**src/hdl/usc_pkg.sv**
```systemverilog
// Shared constants, register map and state encodings of the serial control channel
package usc_pkg;

  // ==========================================================================
  // Register byte addresses
  // ==========================================================================
  localparam logic [7:0] ADDR_SCON   = 8'hC0; // Serial control register
  localparam logic [7:0] ADDR_CFG    = 8'hC4; // Clocking and access configuration
  localparam logic [7:0] ADDR_RELOAD = 8'hC8; // Baud generator reload value
  localparam logic [7:0] ADDR_TXDATA = 8'hCC; // Write starts a frame
  localparam logic [7:0] ADDR_RXDATA = 8'hD0; // Last accepted byte
  localparam logic [7:0] ADDR_BITWR  = 8'hD4; // Single-bit write into control register

  // ==========================================================================
  // Control register field positions
  // ==========================================================================
  localparam int SC_RX_DONE = 0; // rx_done_flag
  localparam int SC_TX_DONE = 1; // tx_done_flag
  localparam int SC_RX9     = 2; // rx_ninth_bit
  localparam int SC_TX9     = 3; // tx_ninth_bit
  localparam int SC_REN     = 4; // Receive enable
  localparam int SC_MPE     = 5; // multiprocessor_enable
  localparam int SC_MODE1   = 6; // mode_select_bit1
  localparam int SC_MODE0   = 7; // mode_select_bit0 or framing_error_flag

  // ==========================================================================
  // Configuration register field positions
  // ==========================================================================
  localparam int CF_FAS     = 0; // framing_access_select
  localparam int CF_DOUBLER = 1; // baud_doubler
  localparam int CF_SRC     = 2; // mode0_clock_source_select
  localparam int CF_SPD     = 3; // generator_speed_select
  localparam int CF_X2      = 4; // double_speed_clocking
  localparam int CF_RUN     = 5; // Baud generator run
  localparam int CF_WIDTH   = 6;

  // Single-bit write layout: index in [2:0], value in [3]
  localparam int BW_VALUE = 3;

  // ==========================================================================
  // Reset values
  // ==========================================================================
  localparam logic [7:0]          SCON_RESET   = 8'h00;
  localparam logic [CF_WIDTH-1:0] CFG_RESET    = 6'h00;
  localparam logic [7:0]          RELOAD_RESET = 8'h00;

  // ==========================================================================
  // Timing counts
  // ==========================================================================
  localparam logic [2:0] PRESCALE_LAST = 3'h5; // Divide by 6
  localparam logic [7:0] BRG_TOP       = 8'hFF; // Overflow point of the generator
  localparam logic [3:0] SAMPLE_MID    = 4'h7; // Mid-bit sample of 16
  localparam logic [3:0] SAMPLE_LAST   = 4'hF; // Last sample of a bit
  localparam logic [3:0] BIT8_LAST     = 4'h7; // Eighth data bit index
  localparam logic [3:0] BIT9_LAST     = 4'h8; // Ninth data bit index

  // ==========================================================================
  // Modes and states
  // ==========================================================================
  typedef enum logic [1:0]
  {
    MODE_SHIFT = 2'b00,
    MODE_UART8 = 2'b01,
    MODE_FIX9  = 2'b10,
    MODE_VAR9  = 2'b11
  } usc_mode_t;

  typedef enum logic [2:0]
  {
    TX_IDLE  = 3'b000,
    TX_START = 3'b001,
    TX_DATA  = 3'b011,
    TX_NINTH = 3'b010,
    TX_STOP  = 3'b110
  } usc_tx_state_t;

  typedef enum logic [1:0]
  {
    RX_IDLE  = 2'b00,
    RX_START = 2'b01,
    RX_DATA  = 2'b11,
    RX_STOP  = 2'b10
  } usc_rx_state_t;

endpackage

```
**src/hdl/usc_serial_channel.sv**
```systemverilog
// Serial control channel: APB registers, transmitter, receiver and mode 0 shifter
`timescale 1ns/1ps
`default_nettype none

// Behaviour
// - Invalid stop bit sets framing error flag
// - Framing flag stays until software clears it
// - Bit 7 maps framing flag or mode bit
// - Mode bits pick shift or UART format
// - Multiprocessor enable filters frames in modes 1-3
// - Reception only while receive enable set, except a mode 0 byte already in progress
// - Modes 2,3 send tx ninth bit
// - Modes 2,3 store received ninth bit
// - Mode 1 stores stop bit in ninth field
// - Tx done: mode 0 eighth bit, else stop
// - Mode 0 rx done after eighth bit
// - Control register resets zero, bit-writable
// - Generator clocks modes 1,3, and mode 0 optionally
// - Access select routes bit 7 to framing flag
// - Doubler doubles rate in modes 1-3
// - Generator divides by 2, 6, 256-reload
module usc_serial_channel
  import usc_pkg::*;
(
  // Clock and reset
  input  wire logic        clock,
  input  wire logic        sys_rst,
  // APB slave
  input  wire logic        psel,
  input  wire logic        penable,
  input  wire logic        pwrite,
  input  wire logic [7:0]  paddr,
  input  wire logic [31:0] pwdata,
  output logic      [31:0] prdata,
  output logic             pready,
  output logic             pslverr,
  // Serial line
  input  wire logic        rxdIn,
  output logic             rxdOut,
  output logic             rxdOe,
  output logic             txdOut
);

  // ==========================================================================
  // Registers and state
  // ==========================================================================
  logic [7:0]          scon;       // Control register image, bit 7 is mode bit 0
  logic                feFlag;     // framing_error_flag
  logic [CF_WIDTH-1:0] cfg;        // Clocking configuration
  logic [7:0]          reload;     // generator_reload_value
  logic [7:0]          rxData;     // Last accepted byte
  usc_tx_state_t       txState;
  usc_rx_state_t       rxState;
  logic [3:0]          txCnt, rxCnt; // Sample counters within a bit
  logic [3:0]          txBit, rxBit; // Bit index within a frame
  logic [8:0]          txShift, rxShift;
  logic                txLine;     // Async transmit level
  logic                shiftClk;   // Mode 0 shift clock, idles high
  logic                sampPhase;  // Halves the sample base unless doubled
  logic                rxdPrev;    // Previous line level for start detection

  // Next values
  logic [7:0]    next_scon;
  logic          next_fe;
  usc_tx_state_t next_txState;
  usc_rx_state_t next_rxState;
  logic [3:0]    next_txCnt, next_rxCnt, next_txBit, next_rxBit;
  logic [8:0]    next_txShift, next_rxShift;
  logic          next_txLine;
  logic [7:0]    next_rxData;
  logic          txDoneSet, rxDoneSet, feSet, rx9Load, rx9Val;

  // ==========================================================================
  // Bus decode
  // ==========================================================================
  function automatic logic isMapped(input logic [7:0] a);
    isMapped = (a == ADDR_SCON) | (a == ADDR_CFG) | (a == ADDR_RELOAD) |
               (a == ADDR_TXDATA) | (a == ADDR_RXDATA) | (a == ADDR_BITWR);
  endfunction

  wire logic writeEdge = psel & penable & pwrite;   // Write lands at access edge
  wire logic setupRead = psel & ~penable;           // Read data captured in setup
  wire logic wrScon    = writeEdge & (paddr == ADDR_SCON);
  wire logic wrCfg     = writeEdge & (paddr == ADDR_CFG);
  wire logic wrReload  = writeEdge & (paddr == ADDR_RELOAD);
  wire logic wrTx      = writeEdge & (paddr == ADDR_TXDATA);
  wire logic wrBit     = writeEdge & (paddr == ADDR_BITWR);
  wire logic [2:0] bitIdx = pwdata[2:0];
  wire logic fas       = cfg[CF_FAS];

  // Bit 7 view depends on the access select
  wire logic [7:0] sconView = {fas ? feFlag : scon[SC_MODE0], scon[6:0]};

  // Zero wait states: answer in the first access cycle
  assign pready = 1'b1;

  // ==========================================================================
  // Mode and clock selection
  // ==========================================================================
  wire usc_mode_t mode   = usc_mode_t'({scon[SC_MODE0], scon[SC_MODE1]});
  wire logic isMode0     = (mode == MODE_SHIFT);
  wire logic isNine      = (mode == MODE_FIX9) | (mode == MODE_VAR9);
  wire logic mpActive    = scon[SC_MPE] & ~isMode0;
  wire logic ren         = scon[SC_REN];
  wire logic perTick, div6Tick, brgOvf;

  usc_baud_gen u_baud
  (
    .clock        (clock),
    .sys_rst      (sys_rst),
    .doubleSpeed  (cfg[CF_X2]),
    .speedSelect  (cfg[CF_SPD]),
    .generatorRun (cfg[CF_RUN]),
    .reloadValue  (reload),
    .perTick      (perTick),
    .div6Tick     (div6Tick),
    .brgOverflow  (brgOvf)
  );

  // Mode 2 runs off the peripheral clock, modes 1 and 3 off the generator
  wire logic sampleBase = (mode == MODE_FIX9) ? perTick : brgOvf;
  // Sixteen samples per bit; the doubler drops the extra halving
  wire logic sampleTick = sampleBase & (cfg[CF_DOUBLER] | sampPhase);
  // Mode 0 bit time: peripheral clock /6 or the generator
  wire logic mode0Tick  = cfg[CF_SRC] ? brgOvf : div6Tick;
  // Move on only once the far side has seen the clock rise, or a bit is lost
  wire logic m0Step     = mode0Tick & shiftClk;

  wire logic tx0Busy  = isMode0 & (txState == TX_DATA);
  wire logic rx0Busy  = isMode0 & (rxState == RX_DATA);
  wire logic txStart  = wrTx & (txState == TX_IDLE) & ~rx0Busy;
  wire logic rx0Start = isMode0 & ren & ~scon[SC_RX_DONE] & (rxState == RX_IDLE) &
                        (txState == TX_IDLE) & ~txStart;
  wire logic [3:0] bit0Now = tx0Busy ? txBit : rxBit;
  wire logic mode0Sample = rx0Busy & perTick & ~shiftClk;
  wire logic rxLastBit   = (rxBit == (isNine ? BIT9_LAST : BIT8_LAST));

  // ==========================================================================
  // Transmitter
  // ==========================================================================
  // Frame sequencing; the ninth bit is the stored tx ninth bit
  always_comb
  begin
    next_txState = txState;
    next_txCnt   = txCnt;
    next_txBit   = txBit;
    next_txShift = txShift;
    next_txLine  = txLine;
    txDoneSet    = 1'b0;
    unique case (txState)
      TX_IDLE:
        if (txStart)
        begin
          next_txShift = {scon[SC_TX9], pwdata[7:0]};
          next_txBit   = 4'h0;
          next_txCnt   = 4'h0;
          next_txState = isMode0 ? TX_DATA : TX_START;
          next_txLine  = isMode0;
        end
      TX_START:
        if (sampleTick)
        begin
          next_txCnt = txCnt + 4'h1;
          if (txCnt == SAMPLE_LAST)
          begin
            next_txState = TX_DATA;
            next_txLine  = txShift[0];
          end
        end
      TX_DATA:
        if (isMode0)
        begin
          // One bit per mode 0 tick, done after the eighth
          if (m0Step)
          begin
            next_txShift = {1'b0, txShift[8:1]};
            next_txBit   = txBit + 4'h1;
            if (txBit == BIT8_LAST)
            begin
              txDoneSet    = 1'b1;
              next_txState = TX_IDLE;
            end
          end
        end
        else if (sampleTick)
        begin
          next_txCnt = txCnt + 4'h1;
          if (txCnt == SAMPLE_LAST)
          begin
            next_txShift = {1'b0, txShift[8:1]};
            next_txBit   = txBit + 4'h1;
            next_txLine  = txShift[1];
            if (txBit == BIT8_LAST && isNine)
              next_txState = TX_NINTH;
            else if (txBit == BIT8_LAST)
            begin
              next_txState = TX_STOP;
              next_txLine  = 1'b1;
              txDoneSet    = 1'b1;
            end
          end
        end
      TX_NINTH:
        if (sampleTick)
        begin
          next_txCnt = txCnt + 4'h1;
          if (txCnt == SAMPLE_LAST)
          begin
            next_txState = TX_STOP;
            next_txLine  = 1'b1;
            txDoneSet    = 1'b1;
          end
        end
      TX_STOP:
        if (sampleTick)
        begin
          next_txCnt = txCnt + 4'h1;
          if (txCnt == SAMPLE_LAST)
            next_txState = TX_IDLE;
        end
      default:
        next_txState = TX_IDLE;
    endcase
  end

  // ==========================================================================
  // Receiver
  // ==========================================================================
  // Async frames sample mid-bit; mode 0 samples on the shift clock rise
  always_comb
  begin
    next_rxState = rxState;
    next_rxCnt   = rxCnt;
    next_rxBit   = rxBit;
    next_rxShift = mode0Sample ? {rxdIn, rxShift[8:1]} : rxShift;
    next_rxData  = rxData;
    rxDoneSet    = 1'b0;
    feSet        = 1'b0;
    rx9Load      = 1'b0;
    rx9Val       = 1'b0;
    if (!ren && !rx0Busy)
      next_rxState = RX_IDLE;
    else
      unique case (rxState)
        RX_IDLE:
          if (rx0Start)
          begin
            next_rxState = RX_DATA;
            next_rxBit   = 4'h0;
          end
          else if (!isMode0 && rxdPrev && !rxdIn)
          begin
            next_rxState = RX_START;
            next_rxCnt   = 4'h0;
          end
        RX_START:
          if (sampleTick)
          begin
            next_rxCnt = rxCnt + 4'h1;
            // A start bit that is high at mid-bit was a glitch
            if (rxCnt == SAMPLE_MID && rxdIn)
              next_rxState = RX_IDLE;
            else if (rxCnt == SAMPLE_LAST)
            begin
              next_rxState = RX_DATA;
              next_rxBit   = 4'h0;
            end
          end
        RX_DATA:
          if (isMode0)
          begin
            if (m0Step)
            begin
              next_rxBit = rxBit + 4'h1;
              if (rxBit == BIT8_LAST)
              begin
                next_rxState = RX_IDLE;
                next_rxData  = next_rxShift[8:1];
                rxDoneSet    = 1'b1;
              end
            end
          end
          else if (sampleTick)
          begin
            next_rxCnt = rxCnt + 4'h1;
            if (rxCnt == SAMPLE_MID)
              next_rxShift = {rxdIn, rxShift[8:1]};
            if (rxCnt == SAMPLE_LAST)
            begin
              next_rxBit = rxBit + 4'h1;
              if (rxLastBit)
                next_rxState = RX_STOP;
            end
          end
        RX_STOP:
          if (sampleTick)
          begin
            next_rxCnt = rxCnt + 4'h1;
            // Single stop check per frame, then back to hunting
            if (rxCnt == SAMPLE_MID)
            begin
              next_rxState = RX_IDLE;
              feSet        = ~rxdIn;
              rx9Val       = isNine ? rxShift[8] : rxdIn;
              // An unread byte blocks the next; filtering needs a set ninth bit
              if (!scon[SC_RX_DONE] && (!mpActive || rx9Val))
              begin
                rxDoneSet   = 1'b1;
                rx9Load     = 1'b1;
                next_rxData = isNine ? rxShift[7:0] : rxShift[8:1];
              end
            end
          end
        default:
          next_rxState = RX_IDLE;
      endcase
  end

  // ==========================================================================
  // Control register update
  // ==========================================================================
  // Hardware sets are applied last so they win over a same-cycle clear
  always_comb
  begin
    next_scon = scon;
    next_fe   = feFlag;
    if (wrScon)
    begin
      next_scon[6:0] = pwdata[6:0];
      if (fas)
        next_fe = pwdata[SC_MODE0];
      else
        next_scon[SC_MODE0] = pwdata[SC_MODE0];
    end
    if (wrBit)
    begin
      if (bitIdx == 3'(SC_MODE0) && fas)
        next_fe = pwdata[BW_VALUE];
      else
        next_scon[bitIdx] = pwdata[BW_VALUE];
    end
    if (rx9Load)
      next_scon[SC_RX9] = rx9Val;
    if (txDoneSet)
      next_scon[SC_TX_DONE] = 1'b1;
    if (rxDoneSet)
      next_scon[SC_RX_DONE] = 1'b1;
    if (feSet)
      next_fe = 1'b1;
  end

  // ==========================================================================
  // Flip-flops
  // ==========================================================================
  // Software-visible registers
  always_ff @(posedge clock or posedge sys_rst)
  begin
    if (sys_rst)
    begin
      scon   <= SCON_RESET;
      feFlag <= 1'b0;
      cfg    <= CFG_RESET;
      reload <= RELOAD_RESET;
      rxData <= 8'h00;
    end
    else
    begin
      scon   <= next_scon;
      feFlag <= next_fe;
      cfg    <= wrCfg ? pwdata[CF_WIDTH-1:0] : cfg;
      reload <= wrReload ? pwdata[7:0] : reload;
      rxData <= next_rxData;
    end
  end

  // Frame state
  always_ff @(posedge clock or posedge sys_rst)
  begin
    if (sys_rst)
    begin
      txState <= TX_IDLE;
      rxState <= RX_IDLE;
      txCnt   <= 4'h0;
      rxCnt   <= 4'h0;
      txBit   <= 4'h0;
      rxBit   <= 4'h0;
      txShift <= 9'h000;
      rxShift <= 9'h000;
      txLine  <= 1'b1;
    end
    else
    begin
      txState <= next_txState;
      rxState <= next_rxState;
      txCnt   <= next_txCnt;
      rxCnt   <= next_rxCnt;
      txBit   <= next_txBit;
      rxBit   <= next_rxBit;
      txShift <= next_txShift;
      rxShift <= next_rxShift;
      txLine  <= next_txLine;
    end
  end

  // Shift clock falls at each mode 0 bit start, rises on the next peripheral tick
  always_ff @(posedge clock or posedge sys_rst)
  begin
    if (sys_rst)
      shiftClk <= 1'b1;
    else if ((txStart && isMode0) || rx0Start ||
             ((tx0Busy || rx0Busy) && m0Step && bit0Now != BIT8_LAST))
      shiftClk <= 1'b0;
    else if (perTick)
      shiftClk <= 1'b1;
  end

  // Sample phase and line history
  always_ff @(posedge clock or posedge sys_rst)
  begin
    if (sys_rst)
    begin
      sampPhase <= 1'b0;
      rxdPrev   <= 1'b1;
    end
    else
    begin
      sampPhase <= sampleBase ? ~sampPhase : sampPhase;
      rxdPrev   <= rxdIn;
    end
  end

  // APB read data and error captured in the setup cycle
  always_ff @(posedge clock or posedge sys_rst)
  begin
    if (sys_rst)
    begin
      prdata  <= 32'h0000_0000;
      pslverr <= 1'b0;
    end
    else if (setupRead)
    begin
      pslverr <= ~isMapped(paddr);
      prdata  <= (paddr == ADDR_SCON)   ? {24'h00_0000, sconView} :
                 (paddr == ADDR_CFG)    ? {26'h000_0000, cfg} :
                 (paddr == ADDR_RELOAD) ? {24'h00_0000, reload} :
                 (paddr == ADDR_RXDATA) ? {24'h00_0000, rxData} : 32'h0000_0000;
    end
  end

  // ==========================================================================
  // Pins
  // ==========================================================================
  // In mode 0 the data pin carries the shifter and the transmit pin the clock
  assign rxdOe  = tx0Busy;
  assign rxdOut = txShift[0];
  assign txdOut = isMode0 ? shiftClk : txLine;

endmodule
`default_nettype wire

```
**src/hdl/usc_baud_gen.sv**
```systemverilog
// Peripheral clock prescaler and dedicated internal baud rate generator
`timescale 1ns/1ps
`default_nettype none

module usc_baud_gen
  import usc_pkg::*;
(
  // Clock and reset
  input  wire logic       clock,
  input  wire logic       sys_rst,
  // Configuration
  input  wire logic       doubleSpeed,
  input  wire logic       speedSelect,
  input  wire logic       generatorRun,
  input  wire logic [7:0] reloadValue,
  // Strobes
  output logic            perTick,
  output logic            div6Tick,
  output logic            brgOverflow
);

  // ==========================================================================
  // Peripheral clock
  // ==========================================================================
  logic       halfPhase;  // Alternates to halve the clock
  logic [2:0] preCount;   // Divide-by-6 prescaler
  logic [7:0] brgCount;   // Up counter, reloads on overflow
  wire  logic brgEnable;

  // Without double speed the peripheral rate is half the system clock
  assign perTick = doubleSpeed | halfPhase;
  assign div6Tick = perTick & (preCount == PRESCALE_LAST);
  // Speed bit skips the divide by 6
  assign brgEnable = generatorRun & (speedSelect ? perTick : div6Tick);
  assign brgOverflow = brgEnable & (brgCount == BRG_TOP);

  // ==========================================================================
  // Counters
  // ==========================================================================
  // Half-rate phase toggle
  always_ff @(posedge clock or posedge sys_rst)
  begin
    if (sys_rst)
      halfPhase <= 1'b0;
    else
      halfPhase <= ~halfPhase;
  end

  // Prescaler
  always_ff @(posedge clock or posedge sys_rst)
  begin
    if (sys_rst)
      preCount <= 3'h0;
    else if (div6Tick)
      preCount <= 3'h0;
    else if (perTick)
      preCount <= preCount + 3'h1;
  end

  // Generator: 256 minus reload steps between overflows
  always_ff @(posedge clock or posedge sys_rst)
  begin
    if (sys_rst)
      brgCount <= 8'h00;
    else if (brgOverflow)
      brgCount <= reloadValue;
    else if (brgEnable)
      brgCount <= brgCount + 8'h01;
  end

endmodule
`default_nettype wire

```
**config.mk**
```make
export PLATFORM = sky130hd
export DESIGN_NAME = usc_serial_channel
export DESIGN_NICKNAME = d
export VERILOG_FILES = /design/src/hdl/usc_pkg.sv /design/src/hdl/usc_serial_channel.sv /design/src/hdl/usc_baud_gen.sv
export SDC_FILE = /design/constraint.sdc
export NUM_CORES = 1
export LEC_CHECK = 0
export BUFFER_PORTS_ARGS = -buffer_cell sky130_fd_sc_hd__buf_2
export CAP_MARGIN = 20
export CORE_MARGIN = 4
export CORE_UTILIZATION = 57
export DETAILED_ROUTE_END_ITERATION = 7
export GPL_ROUTABILITY_DRIVEN = 0
export PLACE_DENSITY = 0.89
export REMOVE_ABC_BUFFERS = 1
export SLEW_MARGIN = 20
export SYNTH_ARGS = -nofsm -noshare
export SYNTH_HDL_FRONTEND = slang
export SYNTH_SLANG_ARGS = --single-unit
export TNS_END_PERCENT = 20
```
**constraint.sdc**
```tcl
create_clock -name clock -period 3.9 [get_ports clock]
set_clock_uncertainty 0.15 [all_clocks]
set_input_delay 0.585 -clock clock [delete_from_list [all_inputs] [get_ports clock]]
set_output_delay 0.585 -clock clock [all_outputs]
set_load 0.005 [all_outputs]
```
==> flow_summary.toml, run 1 <==
[outcome]
outcome = "finished clean"

[drt]
wl_met3_um = 1352
met1Wirelength_um = 5717
wl_met2_um = 6765
drc = 0
wl_um = 14140
drtIter0Drc = 523
wl_per_cell_um = 18.90
drt_pass1_iterations = 8
antenna_left = 0
via_per_inst = 6.496
vias = 4859
dr.max_layer_used = "met4"

[cells_and_area]
drive_above_1_share_pct = 19.35
layout-area-overhead-vs-synth_pct = 5.593
fill_cells = 763
diodes = 0
final_nets = 663

[global_route]
grt_max_degree = 53
overflow = 0
grt_pass1_wl_um = 23120
track_usage_pct = 25.29
grt_pass1_vias = 4664
antenna_found_initial = 0

[synthesis]
synth_top_family_by_area = "compound AO/OA/AOI/OAI gates"
synth_area_per_cell_um2 = 9.540
synthAdderAreaFrac_pct = 1.553
netlist_area_um2 = 5638
ys_types = 75
synth_compound_area_share_pct = 19.22
synth.yosys.seq_area_share_pct = 42.23
synth_mux_area_share_pct = 11.10
synthFlopType = "dfrtp_1"
synth_edf_count = 0
synth_xor_area_share_pct = 0.6214
ys_ff_latch = 95
ys_warn_count = 0
async_flop_share_pct = 100.0
synth-simple-area-share_pct = 18.80
synthCells = 591

[power]
p_leak_nw = 2.731
p_total_mw = 2.397
p_comb_share_pct = 25.1
intPower_mw = 1.563
sequentialPowerShare_pct = 49.2
p_per_area_nw_per_um2 = 402.6
switchingPower_uw = 833.7
p_clk_share_pct = 25.6
switching_share_pct = 34.78
peakVddDrop_v = 0.0003048

[setup_path]
crit_arrival_ns = 2.30
startpoint_type = "register"
crit_fanout = 12
required_ns = 3.16
crit_path_end_kind = "output port"
criticalPathCategory = "reg -> out"

[sta]
rsz0062_at_grt = "no"
fin_crit_ns = 3.038
slew_headroom_pct = 40.11
tightestPinTransition_ns = 0.8973
max_clock_freq_mhz = 329.2
fin_crit_sh_pct = 77.89
finalHoldWorstSlack_ns = 0.2022
setup_tns_ns = 0
finalSetupViolations = 0
slew_viol_final = 0
finalHoldViolCount = 0

[floorplan]
rows = 36
core_um2 = 9684
die_y_um = 107.5
initial_utilization_pct = 58.22
ios = 83
die_area_um2 = 11550
die_w_um = 107.5

[placed_design]
numPortBuffers = 33
dp_hpwl_um = 10310

[clock_network]
hold_buffers = 0
cts_num_sinks = 95
cts_buffer_depth = 2
cts_tree = "done"
post_cts_buffers = 0
cts_root_buffer = "clkbuf_8"
cts_buffers = 9
cts.repair.resized = 0
ctsHtreeMaxLevel = 3
clk_pin_slew_ns = 0.10
clock_latency_ns = 0.39

[flow_run]
cap_violations = 0

[hold_path]
min_path_type = "in -> async"
## cell usage after synthesis, types with 5 or more instances
| library cell | number | share of area (%) |
|---|---|---|
| a21o_1 | 6 | 0.80 |
| a221o_1 | 8 | 1.4 |
| clkbuf_1 | 16 | 1.1 |
| nand2b_1 | 7 | 0.78 |
| mux2_2 | 43 | 8.6 |
| and3_1 | 12 | 1.3 |
| o21ai_0 | 38 | 3.4 |
| dfrtp_1 | 92 | 41 |
| nor2_1 | 53 | 3.5 |
| o211ai_1 | 6 | 0.80 |
| nand3_1 | 18 | 1.6 |
| a31oi_1 | 5 | 0.55 |
| buf_4 | 25 | 3.3 |
| nor3_1 | 9 | 0.80 |
| a222oi_1 | 6 | 1.1 |
| a21oi_1 | 29 | 2.6 |
| ha_1 | 7 | 1.6 |
| buf_2 | 10 | 0.89 |
| or2_2 | 5 | 0.55 |
| inv_1 | 13 | 0.87 |
| mux2i_1 | 13 | 2.3 |
| nand2_1 | 51 | 3.4 |
| nand4_1 | 6 | 0.67 |
| o22ai_1 | 11 | 1.2 |
## routing by layer
layer,up-vias,global-route usage (%)
met2,271,39.77
met4,0,8.476
met1,2376,34.25
li1,2180,-
met3,32,6.539
met5,-,0
## cell usage in the layout (no fill, tap or decap), types with 5 or more instances in the layout
master and count:
o211ai_1 6, a21oi_1 29, buf_2 33, a31oi_1 5
clkbuf_8 10, a21o_1 6, mux2i_1 13, nor2_1 53
nor3_1 9, dfrtp_1 92, nand2b_1 7, conb_1 25
nand3_1 18, inv_1 12, ha_1 7, o22ai_1 11
a222oi_1 6, nand4_1 6, a221o_1 8, or2_2 5
o21ai_0 38, nand2_1 51, mux2_2 43, and3_1 12
## kinds of logic after synthesis
kind of cell / Yosys count
muxes: 57
DFF: 95
and+or+nand+nor: 203
xor gates and xnor gates: 4
other: 2
adders and majority gates: 7
buffers and inverters: 65
AOI/OAI and AO/OA: 158
## area by class of cell
type / count / area, um2 / share of cell area [%]
well taps: 133 / 166.4 / 2.795
flip-flops and latches: 95 / 2381 / 40.00
multi-input cells: 454 / 2985 / 50.15
inverters: 13 / 50.05 / 0.8407
clock buffers: 12 / 145.1 / 2.438
repair buffers: 37 / 195.2 / 3.279
clock inverters: 4 / 30.03 / 0.5044
## worst paths after layout
kind                                        start                     end  slack (ns)  cells past startpoint
min in group clock                          rxdIn       rxdPrev$_DFF_PP1_        0.22                      1
min                                       sys_rst    rxCnt[2]$_DFFE_PP0P_        0.20                      2
max reg2reg                txState[0]$_DFFE_PP0P_  txShift[1]$_DFFE_PP0P_        1.04                      5
max                        txState[1]$_DFFE_PP0P_                   rxdOe        0.86                      5
max in group asynchronous                 sys_rst   prdata[3]$_DFFE_PP0P_        2.57                      3
min reg2reg                txShift[2]$_DFFE_PP0P_  txShift[2]$_DFFE_PP0P_        0.34                      1
## sequential cells by signal, indices dropped and copies added, names as in the netlist, 6 cells and up
signal	cells
reload	8
rxData	8
cfg	6
txShift	9
rxShift	9
u_baud.brgCount	8
scon	8
prdata	8
## power by group through the flow
| stage | clock network [mW] | registers [mW] | logic, mW |
|---|---|---|---|
| floorplan | 0 | 1.16 | 0.445 |
| global placement | 0 | 1.19 | 0.549 |
| detailed placement | 0 | 1.19 | 0.590 |
| CTS | 0.623 | 1.17 | 0.592 |
| global route | 0.663 | 1.19 | 0.671 |
| finish | 0.614 | 1.18 | 0.603 |
## critical path, stage by stage, from the launching register on
cell and delay [ns]:
dfrtp_1 0.58, inv_1 0.19, nor2_1 0.55, nand2_1 0.24, inv_1 0.21, buf_2 0.15
## per-stage QoR
step                      utilization (%)  std cells  worst slack, ns  area, um2
after floorplan                         -        562           0.6929       5415
after global placement              59.66        732           0.9930       5778
after detailed placement            59.66        732           0.9563       5778
after CTS                           61.47        748           0.9220       5953
after global routing                61.47        748           0.7362       5953
final                               61.47        748           0.8621       5953
No activity file was read; power rests on OpenSTA's default activity.
==> run 2, diff against run 1 <==
--- a/config.mk
+++ b/config.mk
@@ -8,10 +8,10 @@
 export BUFFER_PORTS_ARGS = -buffer_cell sky130_fd_sc_hd__buf_2
 export CAP_MARGIN = 20
 export CORE_MARGIN = 4
-export CORE_UTILIZATION = 57
+export CORE_UTILIZATION = 52
 export DETAILED_ROUTE_END_ITERATION = 7
 export GPL_ROUTABILITY_DRIVEN = 0
-export PLACE_DENSITY = 0.89
+export PLACE_DENSITY = 0.86
 export REMOVE_ABC_BUFFERS = 1
 export SLEW_MARGIN = 20
 export SYNTH_ARGS = -nofsm -noshare
==> constraint.sdc (replaced) <==
create_clock -name clock -period 2.5 [get_ports clock]
set_clock_uncertainty 0.15 [all_clocks]
set_input_delay 0.375 -clock clock [delete_from_list [all_inputs] [get_ports clock]]
set_output_delay 0.375 -clock clock [all_outputs]
set_load 0.005 [all_outputs]
==> flow_summary.toml, run 2 (synthesized netlist as in run 1, its figures left out) <==
[outcome]
outcome = "finished clean"

[drt]
wl_um = 15050
drt_pass1_iterations = 7
drc = 0
antenna_left = 0
drtIter0Drc = 632
vias = 5072
wl_per_cell_um = 18.69
via_per_inst = 6.301

[power]
sequentialPowerShare_pct = 44.9
switching_share_pct = 34.56
p_total_mw = 4.066
peakVddDrop_v = 0.0003631
intPower_mw = 2.661
p_clk_share_pct = 26.5
p_comb_share_pct = 28.6
p_per_area_nw_per_um2 = 625.3
switchingPower_mw = 1.405
p_leak_nw = 3.019

[cells_and_area]
final_nets = 717
diodes = 0
instances_no_fill = 805
drive_above_1_share_pct = 27.80
final_common_cell = "dfrtp_1"
layout_common_cells = "dfrtp_1, buf_4, nor2_1"
layout-area-overhead-vs-synth_pct = 15.34
top_regs = "rxShift: 9 flops, txShift: 9 flops"

[placed_design]
place_ws_ns = -0.08188
numPortBuffers = 33
dp_hpwl_um = 10910
dpl.cell_count = 783

[hold_path]
min_path_type = "in -> reg"

[setup_path]
startpoint_type = "register"
r2r_start = "u_baud.preCount[1]$_DFFE_PP0P_"
crit_path_top_delay_cell = "or4_1"
cp_cell_sequence = "inv_2 -> ha_4 -> a21oi_4 -> buf_4 -> nor4b_4 -> buf_6 -> a21oi_2 -> o22a_1 -> or4_1 -> a21oi_1"
slowest_delay_ns = 0.47
required_ns = 2.65
cp-endpoint = "txBit[3]$_DFFE_PP0P_"
criticalPathCategory = "reg -> reg"
reg2reg_to = "txBit[3]$_DFFE_PP0P_"
reg2reg_slack_ns = 0.03
crit_path_end_kind = "register"
reg2reg_depth = 10
crit_start = "u_baud.preCount[1]$_DFFE_PP0P_"
crit_arrival_ns = 2.61
crit_fanout = 5

[sta]
finalSetupViolations = 0
setup_slack_ns = 0.03348
fin_crit_ns = 2.467
finalHoldWorstSlack_ns = 0.03644
slew_viol_final = 0
fin_crit_sh_pct = 98.66
tightestPinTransition_ns = 0.7642
finalHoldViolCount = 0
slew_headroom_pct = 49.05
max_clock_freq_mhz = 405.4

[global_route]
track_usage_pct = 22.88
grt_max_degree = 44
antenna_found_initial = 0
grt_pass1_vias = 4820
grt_pass1_wl_um = 23700
overflow = 0

[clock_network]
ctsHtreeMaxLevel = 3
clk_pin_slew_ns = 0.10
cts_root_buffer = "clkbuf_8"
cts_buffer_depth = 2
cts_tree = "done"
clock_latency_ns = 0.37
cts_num_sinks = 95
cts_buffers = 9

[floorplan]
die_area_um2 = 12570
rows = 37
die_w_um = 112.1
core_um2 = 10460
die_y_um = 112.1
ios = 83
initial_utilization_pct = 53.89

[flow_run]
cap_violations = 0
run 2: stage by stage:
step / utilization, % / instance area [um2] / TNS, ns
finish: 62.15 / 6502 / 0
floorplan: - / 5415 / -45.73
detailed placement: 58.71 / 6142 / -0.8858
CTS: 61.47 / 6431 / -0.00001954
global route: 62.15 / 6502 / -0.002335
global placement: 58.71 / 6142 / 0
run 2: area by class of cell:
class                      count  area [um2]
clock buffer                   9       123.9
clock inverter                 7       87.58
fill                         796        3960
inverter                      13       50.05
multi-input combinational    455        3078
sequential                    95        2381
tap                          136       170.2
timing repair buffer          90       611.8
run 2: power by group through the flow:
stage / Combinational (mW) / Clock [mW] / Sequential (mW)
floorplan: 0.693 / 0 / 1.81
global placement: 0.994 / 0 / 1.82
detailed placement: 1.05 / 0 / 1.84
CTS: 1.09 / 1.09 / 1.81
global route: 1.27 / 1.15 / 1.85
finish: 1.16 / 1.08 / 1.83
run 2: how the worst min path moves through the flow:
| stage | from | cells after the start | end |
|---|---|---|---|
| after floorplan | rxdIn | 0 | rxdPrev$_DFF_PP1_ |
| after global placement | txShift[2]$_DFFE_PP0P_ | 1 | txShift[2]$_DFFE_PP0P_ |
| after detailed placement | txShift[2]$_DFFE_PP0P_ | 1 | txShift[2]$_DFFE_PP0P_ |
| after CTS | rxdIn | 1 | rxdPrev$_DFF_PP1_ |
| after global routing | rxdIn | 1 | rxdPrev$_DFF_PP1_ |
| final | rxdIn | 1 | rxdPrev$_DFF_PP1_ |
run 2: repair_timing:
action | CTS | global route
hold buffers | 1 | 0
endpoints found under the setup margin | 30 | 43
gates cloned | 0 | 1
gates resized for setup | 8 | 12
buffers inserted | 3 | 1
pin swaps | 4 | 8
hold endpoints to repair | 36 | 0
run 2: critical path: cells and delay by family, from the launching register on:
kind	cells	cell delay (ns)
adder cells (fa/ha/maj)	1	0.15
flip-flops	1	0.41
buffers and inverters	3	0.41
AO/OA/AOI/OAI	4	0.55
AND/OR/NAND/NOR	2	0.72
run 2: metal layers:
| metal | wire length, um | track usage [%] | up-vias | part of all wire, % |
|---|---|---|---|---|
| li1 | - | - | 2290 | - |
| met1 | 6218 | 30.28 | 2465 | 41 |
| met2 | 7389 | 38.34 | 278 | 49 |
| met3 | 1110 | 3.666 | 39 | 7.4 |
| met4 | 327 | 7.853 | 0 | 2.2 |
| met5 | 0 | 0 | - | 0 |
==> run 3, diff against run 2 <==
--- a/config.mk
+++ b/config.mk
@@ -5,13 +5,14 @@
 export SDC_FILE = /design/constraint.sdc
 export NUM_CORES = 1
 export LEC_CHECK = 0
-export BUFFER_PORTS_ARGS = -buffer_cell sky130_fd_sc_hd__buf_2
 export CAP_MARGIN = 20
 export CORE_MARGIN = 4
-export CORE_UTILIZATION = 52
+export CORE_UTILIZATION = 57
+export CTS_CLUSTER_SIZE = 16
 export DETAILED_ROUTE_END_ITERATION = 7
+export DONT_BUFFER_PORTS = 1
 export GPL_ROUTABILITY_DRIVEN = 0
-export PLACE_DENSITY = 0.86
+export PLACE_DENSITY = 0.84
 export REMOVE_ABC_BUFFERS = 1
 export SLEW_MARGIN = 20
 export SYNTH_ARGS = -nofsm -noshare
==> flow_summary.toml, run 3 (synthesized netlist as in run 1, its figures left out) <==
[sta]
slew_viol_final = 0
slew_headroom_pct = 63.33
tightestPinTransition_ns = 0.5501
fin_crit_ns = 2.456
finalHoldViolCount = 0
fin_crit_sh_pct = 98.26
max_clock_freq_mhz = 407.1
finalSetupViolations = 0
rsz0062_at_grt = "no"

[cells_and_area]
multi_input_area_um2 = 3045
final_common_cell = "dfrtp_1"
regArea_um2 = 2381
top_regs = "rxShift: 9 flops, txShift: 9 flops"
layout-area-overhead-vs-synth_pct = 12.92
diodes = 0
final_nets = 692
drive_above_1_share_pct = 22.05
fill_cells = 728
instances_no_fill = 777
fin_util_pct = 65.74
layout_common_cells = "dfrtp_1, nor2_1, nand2_1"

[power]
peakVddDrop_v = 0.0003642
p_total_mw = 3.917
p_leak_nw = 2.885
p_per_area_nw_per_um2 = 615.3

[floorplan]
die_area_um2 = 11550
ios = 83
core_um2 = 9684
initial_utilization_pct = 58.22
die_w_um = 107.5
rows = 36
die_y_um = 107.5

[drt]
antenna_left = 0
wl_per_cell_um = 20.22
via_per_inst = 6.598
drt_pass1_iterations = 6
drtIter0Drc = 563
drc = 0
vias = 5127
wl_um = 15710

[outcome]
outcome = "finished clean"

[clock_network]
clk_pin_slew_ns = 0.10
cts_root_buffer = "clkbuf_8"
clock_latency_ns = 0.39
ctsHtreeMaxLevel = 3
cts_tree = "done"
cts_num_sinks = 95
cts_buffers = 9
cts_buffer_depth = 2

[setup_path]
required_ns = 2.62
startpoint_type = "register"
criticalPathCategory = "reg -> reg"
reg2reg_slack_ns = 0.04
crit_path_end_kind = "register"
crit_fanout = 5
crit_arrival_ns = 2.57

[hold_path]
min_path_type = "in -> reg"

[global_route]
grt_max_degree = 51
grt_pass1_wl_um = 23560
overflow = 0
antenna_found_initial = 0
grt_pass1_vias = 4689
track_usage_pct = 25.70

[placed_design]
numPortBuffers = 0
dp_hpwl_um = 10650
dpl.cell_count = 740

[flow_run]
cap_violations = 0
run 3: per-stage QoR:
| stage | setup WS, ns | hold WS, ns | setup TNS [ns] | instance area [um2] |
|---|---|---|---|---|
| global placement | -0.01996 | 0.1125 | -0.01996 | 5934 |
| finish | 0.04352 | 0.009700 | 0 | 6366 |
| detailed placement | -0.04691 | 0.1181 | -0.3252 | 5934 |
| floorplan | -0.4971 | 0.2295 | -45.73 | 5415 |
| global route | 0.002800 | 0.01250 | 0 | 6366 |
| CTS | 0.02124 | 0.001974 | 0 | 6241 |
run 3: repair_timing:
| item | in CTS | in global routing |
|---|---|---|
| buffers inserted | 1 | 2 |
| pin swaps | 2 | 5 |
| gates cloned | 0 | 1 |
| setup endpoints to repair | 22 | 37 |
| hold endpoints to repair | 45 | 7 |
| resized for setup | 3 | 11 |
| hold buffers | 11 | 6 |
run 3: layout make-up:
class | instances | area share, %
Clock buffer | 10 | 2.005
Clock inverter | 6 | 0.8058
Inverter | 13 | 0.8058
Multi-Input combinational cell | 455 | 47.84
Sequential cell | 95 | 37.40
Tap cell | 133 | 2.614
Timing Repair Buffer | 65 | 8.530
run 3: final timing paths:
kind | from | to | cells past startpoint
max | shiftClk$_DFFE_PP1P_ | rxData[7]$_DFFE_PP0P_ | 7
min | pwdata[3] | scon[6]$_DFF_PP0_ | 2
max reg2reg | shiftClk$_DFFE_PP1P_ | rxData[7]$_DFFE_PP0P_ | 7
min reg2reg | txShift[2]$_DFFE_PP0P_ | txShift[2]$_DFFE_PP0P_ | 1
max in group asynchronous | sys_rst | shiftClk$_DFFE_PP1P_ | 3
min in group asynchronous | sys_rst | rxCnt[1]$_DFFE_PP0P_ | 2
run 3: power breakdown:
| part | internal (mW) | switching [mW] |
|---|---|---|
| registers | 1.66 | 0.148 |
| clock network | 0.376 | 0.602 |
| logic | 0.507 | 0.623 |
| total | 2.54 | 1.37 |
run 3: per-layer routing:
| layer | GRT usage (%) | routed length (um) | vias up |
|---|---|---|---|
| met3 | 5.939 | 1477 | 57 |
| met5 | 0 | 0 | - |
| li1 | - | - | 2250 |
| met4 | 8.566 | 569 | 0 |
| met1 | 35.06 | 6152 | 2489 |
| met2 | 40.62 | 7514 | 331 |
run 3: critical path, stage by stage (launching register included):
cell,delay (ns)
dfstp_2,0.56
nand4_1,0.13
nor4_2,0.34
buf_4,0.19
o21ai_2,0.06
or3_4,0.36
a21o_4,0.24
mux2_1,0.31
